## config.mk

```make
export PLATFORM = sky130hd
export DESIGN_NAME = ppg_group_two
export DESIGN_NICKNAME = d
export VERILOG_FILES = /design/src/hw/ppg_pin_port.v /design/src/hw/ppg_group_two.v
export VERILOG_INCLUDE_DIRS = /design/src /design/src/hw
export SDC_FILE = /design/constraint.sdc
export NUM_CORES = 1
export LEC_CHECK = 0
export BUFFER_PORTS_ARGS = -buffer_cell sky130_fd_sc_hd__buf_2
export CAP_MARGIN = 20
export CORE_MARGIN = 2
export CORE_UTILIZATION = 55
export CTS_CLUSTER_SIZE = 40
export DETAILED_ROUTE_END_ITERATION = 10
export GPL_ROUTABILITY_DRIVEN = 1
export PLACE_DENSITY = 0.85
export RECOVER_POWER = 50
export SETUP_SLACK_MARGIN = 0.1
export SYNTH_ARGS = -nofsm -noshare
export SYNTH_HDL_FRONTEND = slang
export SYNTH_SLANG_ARGS = --single-unit
```

## constraint.sdc

```tcl
create_clock -name clk -period 2.6 [get_ports clk]
set_clock_uncertainty 0.15 [all_clocks]
set_input_delay 0.26 -clock clk [delete_from_list [all_inputs] [get_ports clk]]
set_output_delay 0.26 -clock clk [all_outputs]
set_load 0.01 [all_outputs]
```

## src/hw/ppg_regs.vh

```
`ifndef PPG_REGS_VH
`define PPG_REGS_VH
// ==========================================
// i/o address map
`define PPG_ADDR_G1_A 8'he4
`define PPG_ADDR_G1_B 8'he5
`define PPG_ADDR_G1_C 8'he6
`define PPG_ADDR_G2_A 8'he8
`define PPG_ADDR_G2_B 8'he9
`define PPG_ADDR_G2_C 8'hea
`define PPG_ADDR_G2_CTL 8'heb
// ==========================================
// control word fields
`define PPG_CW_SET 7
`define PPG_CW_A_IN 4
`define PPG_CW_CU_IN 3
`define PPG_CW_B_MODE 2
`define PPG_CW_B_IN 1
`define PPG_CW_CL_IN 0
// ==========================================
// reset values
`define PPG_DIR_IN_ALL 8'h00
`define PPG_LATCH_RST 8'h00
`define PPG_RD_IDLE 8'h00
`endif

```

## src/hw/ppg_pin_port.v

```verilog
`timescale 1ns/100ps
`include "ppg_regs.vh"
// one 8-bit port: output latch, pin synchroniser, per-bit direction
module ppg_pin_port
(
   input wire clk,
   input wire nrst,
   input wire wrStb,
   input wire [7:0] wrData,
   input wire [7:0] dirOut,
   input wire [7:0] pinIn,
   output reg [7:0] pinOut,
   output reg [7:0] pinOe,
   output reg [7:0] rdValue
);
   reg [7:0] latch;
   reg [7:0] syncA;
   reg [7:0] syncB;
   // ==========================================
   // latch, synchroniser and pin drive
   always @(posedge clk)
   begin
      if (!nrst)
      begin
         latch <= `PPG_LATCH_RST;
         syncA <= `PPG_LATCH_RST;
         syncB <= `PPG_LATCH_RST;
         pinOut <= `PPG_LATCH_RST;
         pinOe <= `PPG_DIR_IN_ALL;
         rdValue <= `PPG_LATCH_RST;
      end
      else
      begin
         if (wrStb)
            latch <= wrData; // holds until next write
         syncA <= pinIn;
         syncB <= syncA;
         pinOut <= wrStb ? wrData : latch;
         pinOe <= dirOut;
         // output bits read back the latch, input bits the pins
         rdValue <= (dirOut & latch) | (~dirOut & syncB);
      end
   end
endmodule // ppg_pin_port

```

## src/hw/ppg_group_two.v

```verilog
`timescale 1ns/100ps
`include "ppg_regs.vh"
module ppg_group_two
(
   input wire clk,
   input wire nrst,
   input wire [7:0] ioAddr,
   input wire [7:0] ioWrData,
   input wire ioWr,
   input wire ioRd,
   output reg [7:0] ioRdData,
   output reg ioRdValid,
   output reg groupOneSel,
   input wire [7:0] portAIn,
   output wire [7:0] portAOut,
   output wire [7:0] portAOe,
   input wire [7:0] portBIn,
   output wire [7:0] portBOut,
   output wire [7:0] portBOe,
   input wire [7:0] portCIn,
   output wire [7:0] portCOut,
   output wire [7:0] portCOe
);

   // ==========================================
   // direction and read state
   reg [7:0] dirA; // high bits drive port a pins
   reg [7:0] dirB; // high bits drive port b pins
   reg [7:0] dirC; // upper and lower halves set apart
   reg [7:0] next_dirA;
   reg [7:0] next_dirB;
   reg [7:0] next_dirC;
   reg [7:0] next_ioRdData;
   reg next_ioRdValid;
   reg next_groupOneSel;
   // read values as each port presents them
   wire [7:0] rdA;
   wire [7:0] rdB;
   wire [7:0] rdC;
   // decoded strobes and hits
   wire wrA;
   wire wrB;
   wire wrC;
   wire wrCtl;
   wire g1Hit;
   wire g2Hit;
   // control word fields, 1 means input
   wire cwAIn;
   wire cwBIn;
   wire cwCUIn;
   wire cwCLIn;

   // ==========================================
   // address decode
   // write strobes, one per data address of this group
   assign wrA = ioWr && (ioAddr == `PPG_ADDR_G2_A);
   assign wrB = ioWr && (ioAddr == `PPG_ADDR_G2_B);
   assign wrC = ioWr && (ioAddr == `PPG_ADDR_G2_C);
   // a control write without the set bit changes nothing
   assign wrCtl = ioWr && (ioAddr == `PPG_ADDR_G2_CTL) && ioWrData[`PPG_CW_SET];
   // first group lives outside this block; only flag the access
   assign g1Hit = (ioAddr == `PPG_ADDR_G1_A) ||
                  (ioAddr == `PPG_ADDR_G1_B) ||
                  (ioAddr == `PPG_ADDR_G1_C);
   // data addresses of this group that answer a read
   assign g2Hit = (ioAddr == `PPG_ADDR_G2_A) ||
                  (ioAddr == `PPG_ADDR_G2_B) ||
                  (ioAddr == `PPG_ADDR_G2_C);

   // ==========================================
   // control word fields
   // each field is 1 for input; the drive enable is its inverse
   assign cwAIn = ioWrData[`PPG_CW_A_IN];
   assign cwBIn = ioWrData[`PPG_CW_B_IN];
   assign cwCUIn = ioWrData[`PPG_CW_CU_IN];
   assign cwCLIn = ioWrData[`PPG_CW_CL_IN];
   // the mode select bit is not decoded: only mode 0 exists here

   // ==========================================
   // next directions
   // every field comes from the same word, so all ports move together
   always @*
   begin
      next_dirA = dirA;
      next_dirB = dirB;
      next_dirC = dirC;
      if (wrCtl)
      begin
         next_dirA = {8{~cwAIn}};
         next_dirB = {8{~cwBIn}};
         // upper and lower halves of c follow their own bits
         next_dirC = {{4{~cwCUIn}}, {4{~cwCLIn}}};
      end
   end

   // ==========================================
   // direction registers
   // reset leaves every pin undriven so nothing fights the far side
   always @(posedge clk)
   begin
      if (!nrst)
      begin
         dirA <= `PPG_DIR_IN_ALL;
         dirB <= `PPG_DIR_IN_ALL;
         dirC <= `PPG_DIR_IN_ALL;
      end
      else
      begin
         dirA <= next_dirA;
         dirB <= next_dirB;
         // both bits set: all in; both clear: all out
         dirC <= next_dirC;
      end
   end

   // ==========================================
   // the three ports
   // port a: one direction for all eight bits
   ppg_pin_port uPortA
   (
      .clk(clk),
      .nrst(nrst),
      .wrStb(wrA),
      .wrData(ioWrData),
      .dirOut(dirA),
      .pinIn(portAIn),
      .pinOut(portAOut),
      .pinOe(portAOe),
      .rdValue(rdA)
   );
   // port b: one direction for all eight bits
   ppg_pin_port uPortB
   (
      .clk(clk),
      .nrst(nrst),
      .wrStb(wrB),
      .wrData(ioWrData),
      .dirOut(dirB),
      .pinIn(portBIn),
      .pinOut(portBOut),
      .pinOe(portBOe),
      .rdValue(rdB)
   );
   // port c: per-bit directions allow the split halves
   ppg_pin_port uPortC
   (
      .clk(clk),
      .nrst(nrst),
      .wrStb(wrC),
      .wrData(ioWrData),
      .dirOut(dirC),
      .pinIn(portCIn),
      .pinOut(portCOut),
      .pinOe(portCOe),
      .rdValue(rdC)
   );

   // ==========================================
   // read mux
   // control word is write only and reads zero, as do foreign addresses
   always @*
   begin
      next_ioRdData = `PPG_RD_IDLE;
      next_ioRdValid = 1'b0;
      next_groupOneSel = (ioRd || ioWr) && g1Hit;
      if (ioRd)
      begin
         next_ioRdValid = g2Hit;
         case (ioAddr)
            `PPG_ADDR_G2_A: next_ioRdData = rdA;
            `PPG_ADDR_G2_B: next_ioRdData = rdB;
            `PPG_ADDR_G2_C: next_ioRdData = rdC;
            default: next_ioRdData = `PPG_RD_IDLE;
         endcase
      end
   end

   // ==========================================
   // read registers
   // data stands one cycle per read strobe, zero otherwise
   always @(posedge clk)
   begin
      if (!nrst)
      begin
         ioRdData <= `PPG_RD_IDLE;
         ioRdValid <= 1'b0;
         groupOneSel <= 1'b0;
      end
      else
      begin
         ioRdData <= next_ioRdData;
         ioRdValid <= next_ioRdValid;
         groupOneSel <= next_groupOneSel;
      end
   end
endmodule // ppg_group_two

```

==> flow_summary.yaml, run 1 <==
run_status:
  outcome: "finished, final reports clean"
sta:
  fmax_mhz: 547.2
  relSlewSlack_pct: 50.29
  hold_ws_ns: 0.08623
  setup_viol: 0
  min_period_ns: 1.828
  fin_tns_setup_ns: 0
  final_max_slew_viol_count: 0
  finalHoldViolCount: 0
  final.setup.worst_slack_ns: 0.7724
  rsz0062_at_grt: "no"
  fin_crit_sh_pct: 70.29
  tightest_slew_ns: 0.7400
routing:
  wire_per_inst_um: 13.76
  drt_wl_total_um: 8213
  dr.pass1.iters: 4
  drtAntennaViolNets: 0
  viasPerCell: 4.737
  num_vias: 2828
  drtIter0Drc: 104
  route.detailed.drc: 0
floorplan:
  dieHeight_um: 89.36
  dieArea_mm2: 0.007985
  die_w_um: 89.36
  rows: 31
  ios: 102
  start_util_pct: 56.15
  coreArea_mm2: 0.007137
clock_network:
  root_buffer: "clkbuf_8"
  hold_buffers: 34
  clk_latency_ns: 0.50
  h-tree-depth: 4
  tritoncts: "yes"
  cts.path.max_buffers: 2
  cts_setup_buffers: 0
  cts.clk_slew.worst_paths_ns: 0.05
  clkSinkCount: 114
  numCtsBuffers: 17
  cts_resized: 0
synthesis:
  ys_types: 24
  synthArstFlopShare_pct: 0
  netlist_area_mm2: 0.004008
  avgSynthCellArea_um2: 10.89
  synthCells: 368
  yosys.area.top_type_share_pct: 56.95
  synth_ff_type: "dfxtp_1"
  synth.most_common_cell: "dfxtp_1"
  yosys_warnings: 0
  synth_area_leaders: "dfxtp_1 (57%), mux2i_1 (14%), and2_1 (8.1%)"
  synth_edf_count: 0
  synth_common_cells: "dfxtp_1 (114), mux2i_1 (56), and2_1 (52)"
  syn_nets: 412
  seq_area_frac_synth_pct: 56.95
  synth-seq-cells: 114
  synth_top_area_cell: "dfxtp_1"
power:
  power.density_mw_per_mm2: 785.7
  total_power_mw: 4.211
  vdd_drop_max_uv: 458.1
  p_leak_nw: 2.322
worst_hold_path:
  hp-class: "input pin to flip-flop"
worst_setup_path:
  arrival_ns: 2.04
  path_max_fanout: 8
  end_kind: "flip-flop"
  startpoint_type: "input pin"
  cp.required_ns: 2.82
  crit_type: "input pin to flip-flop"
final_layout:
  drive_above_1_share_pct: 28.51
  post-route-util_pct: 75.09
  area_delta_synth_final_pct: 33.72
  antennaDiodeCount: 0
  nFillCells: 480
  fin_nets: 529
global_route:
  grt_max_degree: 59
  grt_pass1_vias: 2716
  grt_overflow: 0
  grtUsageTotal_pct: 21.68
  antenna_found_initial: 0
  grt_pass1_wl_um: 12540
job:
  cap_viol_max_count: 0
placed_design:
  gp_congestion: 0.8291
  preCtsSetupSlack_ns: 0.7288
  hpwl_um: 5398
  numPortBuffers: 101
state kept, by name (all words and copies together) (netlist names):
name	count
ioRdData	8
uPortA.pinOut	8
uPortA.rdValue	8
uPortA.syncA	8
uPortA.syncB	8
uPortB.pinOut	8
uPortB.rdValue	8
uPortB.syncA	8
uPortB.syncB	8
uPortC.latch	8
uPortC.rdValue	8
uPortC.syncA	8
uPortC.syncB	8
dirC	2
uPortC.pinOe	2
dirA	1
dirB	1
groupOneSel	1
ioRdValid	1
uPortA.pinOe	1
uPortB.pinOe	1
worst max-delay path: stages:
cell and delay, ns:
dlygate4sd3_1 0.52, clkbuf_1 0.12, nand3b_1 0.21, or4_1 0.72
mux2i_1 0.20
path summary, 6_finish.rpt:
check                                   to                       start  slack, ns  cells past startpoint
min                 ioRdData[1]$_SDFF_PN0_                   ioAddr[0]       0.09                      3
min reg2reg     uPortC.syncB[0]$_SDFF_PN0_  uPortC.syncA[0]$_SDFF_PN0_       0.28                      1
max reg2reg   uPortB.rdValue[0]$_SDFF_PN0_        dirB[0]$_SDFFE_PN0P_       1.30                      2
max          uPortA.pinOut[3]$_SDFFE_PN0P_                   ioAddr[3]       0.77                      5
logic make-up (layout without fill, tap and decap cells):
family | Yosys count | count (layout) | share of synthesized area [%]
simple gates | 143 | 143 | 20.86
flops | 114 | 114 | 56.95
mux | 60 | 60 | 15.11
buf+inv | 43 | 173 | 6.088
compound gates | 8 | 8 | 0.9991
metrics by stage:
step	instances	area [um2]
2_1_floorplan	368	4008
3_3_place_gp	531	4443
4_1_cts	597	5373
6_report	597	5359
3_5_place_dp	531	4443
5_1_grt	597	5359
placed cells by master (no fill, tap or decap), types with 3 or more instances in the layout:
cell type,instances
clkinvlp_4,3
clkinv_2,4
clkbuf_1,10
and2_0,18
nor2b_1,29
a21oi_1,8
dfxtp_1,114
buf_2,93
dlygate4sd3_1,34
clkbuf_8,6
mux2i_1,56
clkbuf_16,16
or2_2,8
mux2_2,4
nand2_1,41
and2_1,34
where the power goes:
part | total [mW] | internal [mW] | switching (mW)
sequential | 1.81 | 1.79 | 0.0128
clock | 2.23 | 1.48 | 0.745
combinational | 0.178 | 0.101 | 0.0775
total | 4.21 | 3.38 | 0.835
metal layers:
layer  GRT usage, %  wire length, um
met5              0                0
met1          23.05             3411
met3          7.941              490
met2          37.91             4112
met4          10.45              199
cell type report:
class                      count  area, um2  area share [%]
timing repair buffer         139      874.6           16.32
tap                           99      123.9           2.311
clock buffer                  23      486.7           9.082
sequential                   114       2282           42.59
multi-input combinational    211       1481           27.64
inverter                       2      7.507          0.1401
clock inverter                 9      102.6           1.915
(Power assumes the default switching activity.)
==> run 2: changes to the inputs <==
--- a/config.mk
+++ b/config.mk
@@ -9,11 +9,11 @@
 export BUFFER_PORTS_ARGS = -buffer_cell sky130_fd_sc_hd__buf_2
 export CAP_MARGIN = 20
 export CORE_MARGIN = 2
-export CORE_UTILIZATION = 55
+export CORE_UTILIZATION = 52
 export CTS_CLUSTER_SIZE = 40
 export DETAILED_ROUTE_END_ITERATION = 10
 export GPL_ROUTABILITY_DRIVEN = 1
-export PLACE_DENSITY = 0.85
+export PLACE_DENSITY = 0.81
 export RECOVER_POWER = 50
 export SETUP_SLACK_MARGIN = 0.1
 export SYNTH_ARGS = -nofsm -noshare
==> constraint.sdc (replaced) <==
create_clock -name clk -period 1.87 [get_ports clk]
set_clock_uncertainty 0.15 [all_clocks]
set_input_delay 0.187 -clock clk [delete_from_list [all_inputs] [get_ports clk]]
set_output_delay 0.187 -clock clk [all_outputs]
set_load 0.01 [all_outputs]
==> flow_summary.yaml, run 2 (same netlist as run 1, synthesis figures left out) <==
routing:
  drtIter0Drc: 93
  viasPerCell: 4.691
  wire_per_inst_um: 13.54
  route.detailed.drc: 0
  dr.pass1.iters: 4
  drt_wl_total_um: 8136
  drtAntennaViolNets: 0
  num_vias: 2819
floorplan:
  rows: 32
  coreArea_mm2: 0.007607
  die_w_um: 91.79
  dieArea_mm2: 0.008425
  dieHeight_um: 91.79
  ios: 102
  start_util_pct: 52.68
global_route:
  grtUsageTotal_pct: 21.02
  antenna_found_initial: 0
  grt_overflow: 0
  grt_pass1_wl_um: 13120
  grt_max_degree: 82
  grt_pass1_vias: 2802
sta:
  min_period_ns: 1.653
  setup_viol: 0
  fmax_mhz: 604.8
  fin_crit_sh_pct: 88.42
  fin_tns_setup_ns: 0
  rsz0062_at_grt: "no"
  tightest_slew_ns: 0.6160
  relSlewSlack_pct: 58.88
  finalHoldViolCount: 0
  final_max_slew_viol_count: 0
  final.setup.worst_slack_ns: 0.2165
worst_hold_path:
  worstHoldPathCells: 4
  hp-class: "input pin to flip-flop"
worst_setup_path:
  cp_common_cell: "dlygate4sd3_1"
  cpLargestDelayFamily: "buffers and inverters"
  crit_cells: 5
  startpoint: "nrst"
  startpoint_type: "input pin"
  crit_path_end: "groupOneSel$_SDFF_PN0_"
  arrival_ns: 1.95
  reg2reg_depth: 2
  crit_type: "input pin to flip-flop"
  rr_endpoint: "uPortB.rdValue[5]$_SDFF_PN0_"
  cpPeakStageDelay_ns: 0.58
  rrSetupSlack_ns: 0.57
  end_kind: "flip-flop"
  crit_buf_inv: 3
  cp_cell_sequence: "dlygate4sd3_1, buf_2, nand3_1, nor4b_1, dlygate4sd3_1"
  cp.required_ns: 2.17
  critPathSlowestCell: "dlygate4sd3_1"
  r2r-start: "dirB[0]$_SDFFE_PN0P_"
  path_max_fanout: 17
clock_network:
  clk_latency_ns: 0.51
  cts.path.max_buffers: 2
  cts.clk_slew.worst_paths_ns: 0.05
  h-tree-depth: 4
  numCtsBuffers: 17
  tritoncts: "yes"
  clkSinkCount: 114
  root_buffer: "clkbuf_8"
final_layout:
  drive_above_1_share_pct: 27.66
  stdcell_area_mm2: 0.005304
  final_common_cell: "dfxtp_1"
  fin_nets: 532
  multi_input_area_mm2: 0.001485
  seqCellArea_mm2: 0.002282
  antennaDiodeCount: 0
  nFillCells: 565
  area_delta_synth_final_pct: 32.34
  layout_common_cells: "dfxtp_1 (114), buf_2 (91), mux2i_1 (56)"
  post-route-util_pct: 69.72
  final_cells: 601
placed_design:
  place_area_mm2: 0.004454
  gp_congestion: 0.8011
  hpwl_um: 5400
  preCtsSetupSlack_ns: 0.09043
  dp_cells: 535
  numPortBuffers: 101
job:
  cap_viol_max_count: 0
power:
  p_leak_nw: 2.300
  power.density_mw_per_mm2: 1025
  vdd_drop_max_uv: 671.7
run_status:
  outcome: "finished, final reports clean"
## run 2: cell count changes in the layout (fill, tap and decap cells not counted), sizes merged
cell         change
clkinv           +3
clkinvlp         -3
bufinv           -2
clkbuf           +2
dlygate4sd3      +2
buf              -1
## run 2: layout make-up
cell class	instances	area share, %
multi-input cells	211	28.00
flip-flops and latches	114	43.03
repair buffers	142	16.96
inverters	2	0.1415
well taps	102	2.406
clock buffers	23	8.799
clock inverters	7	0.6605
## run 2: how the worst min path moves through the flow
stage	slack, ns	from	to
final	0.10	ioAddr[5]	dirC[3]$_SDFFE_PN0P_
after CTS	0.07	ioAddr[5]	dirC[3]$_SDFFE_PN0P_
after floorplan	0.11	ioAddr[3]	groupOneSel$_SDFF_PN0_
after detailed placement	0.25	portAIn[0]	uPortA.syncA[0]$_SDFF_PN0_
after global placement	0.23	ioAddr[3]	groupOneSel$_SDFF_PN0_
after global routing	0.09	ioAddr[5]	dirC[3]$_SDFFE_PN0P_
## run 2: power breakdown
part	leakage (nW)	internal, mW	switching, mW
Clock	0.257	1.69	0.981
Sequential	0.931	2.50	0.0175
Combinational	1.11	0.143	0.107
## run 2: metrics by stage
stage,power (mW),hold WS (ns)
after global placement,2.749,0.2350
after CTS,5.491,0.06797
final,5.437,0.1004
after global routing,5.655,0.09466
after detailed placement,2.758,0.2451
after floorplan,2.671,0.1137
## run 2: worst reg2reg max path, cell delays in order (launching register included)
cell and delay [ns]:
dfxtp_1 0.71, mux2i_1 0.27, nor2b_1 0.07
## run 2: timing repair
| item | 4_1_cts | 5_1_grt |
|---|---|---|
| endpoints found under the setup margin | 0 | 4 |
| endpoints found under the hold margin | 67 | 0 |
| hold buffers | 36 | 0 |
| setup buffers | 0 | 0 |
| gates resized for setup | 0 | 1 |
## run 2: per-layer routing
layer	part of all wire, %	routed length, um	global-route usage, %
met1	40	3252	21.47
met3	7.1	577	9.449
met4	2.6	211	10.45
met5	0	0	0
met2	50	4094	36.34
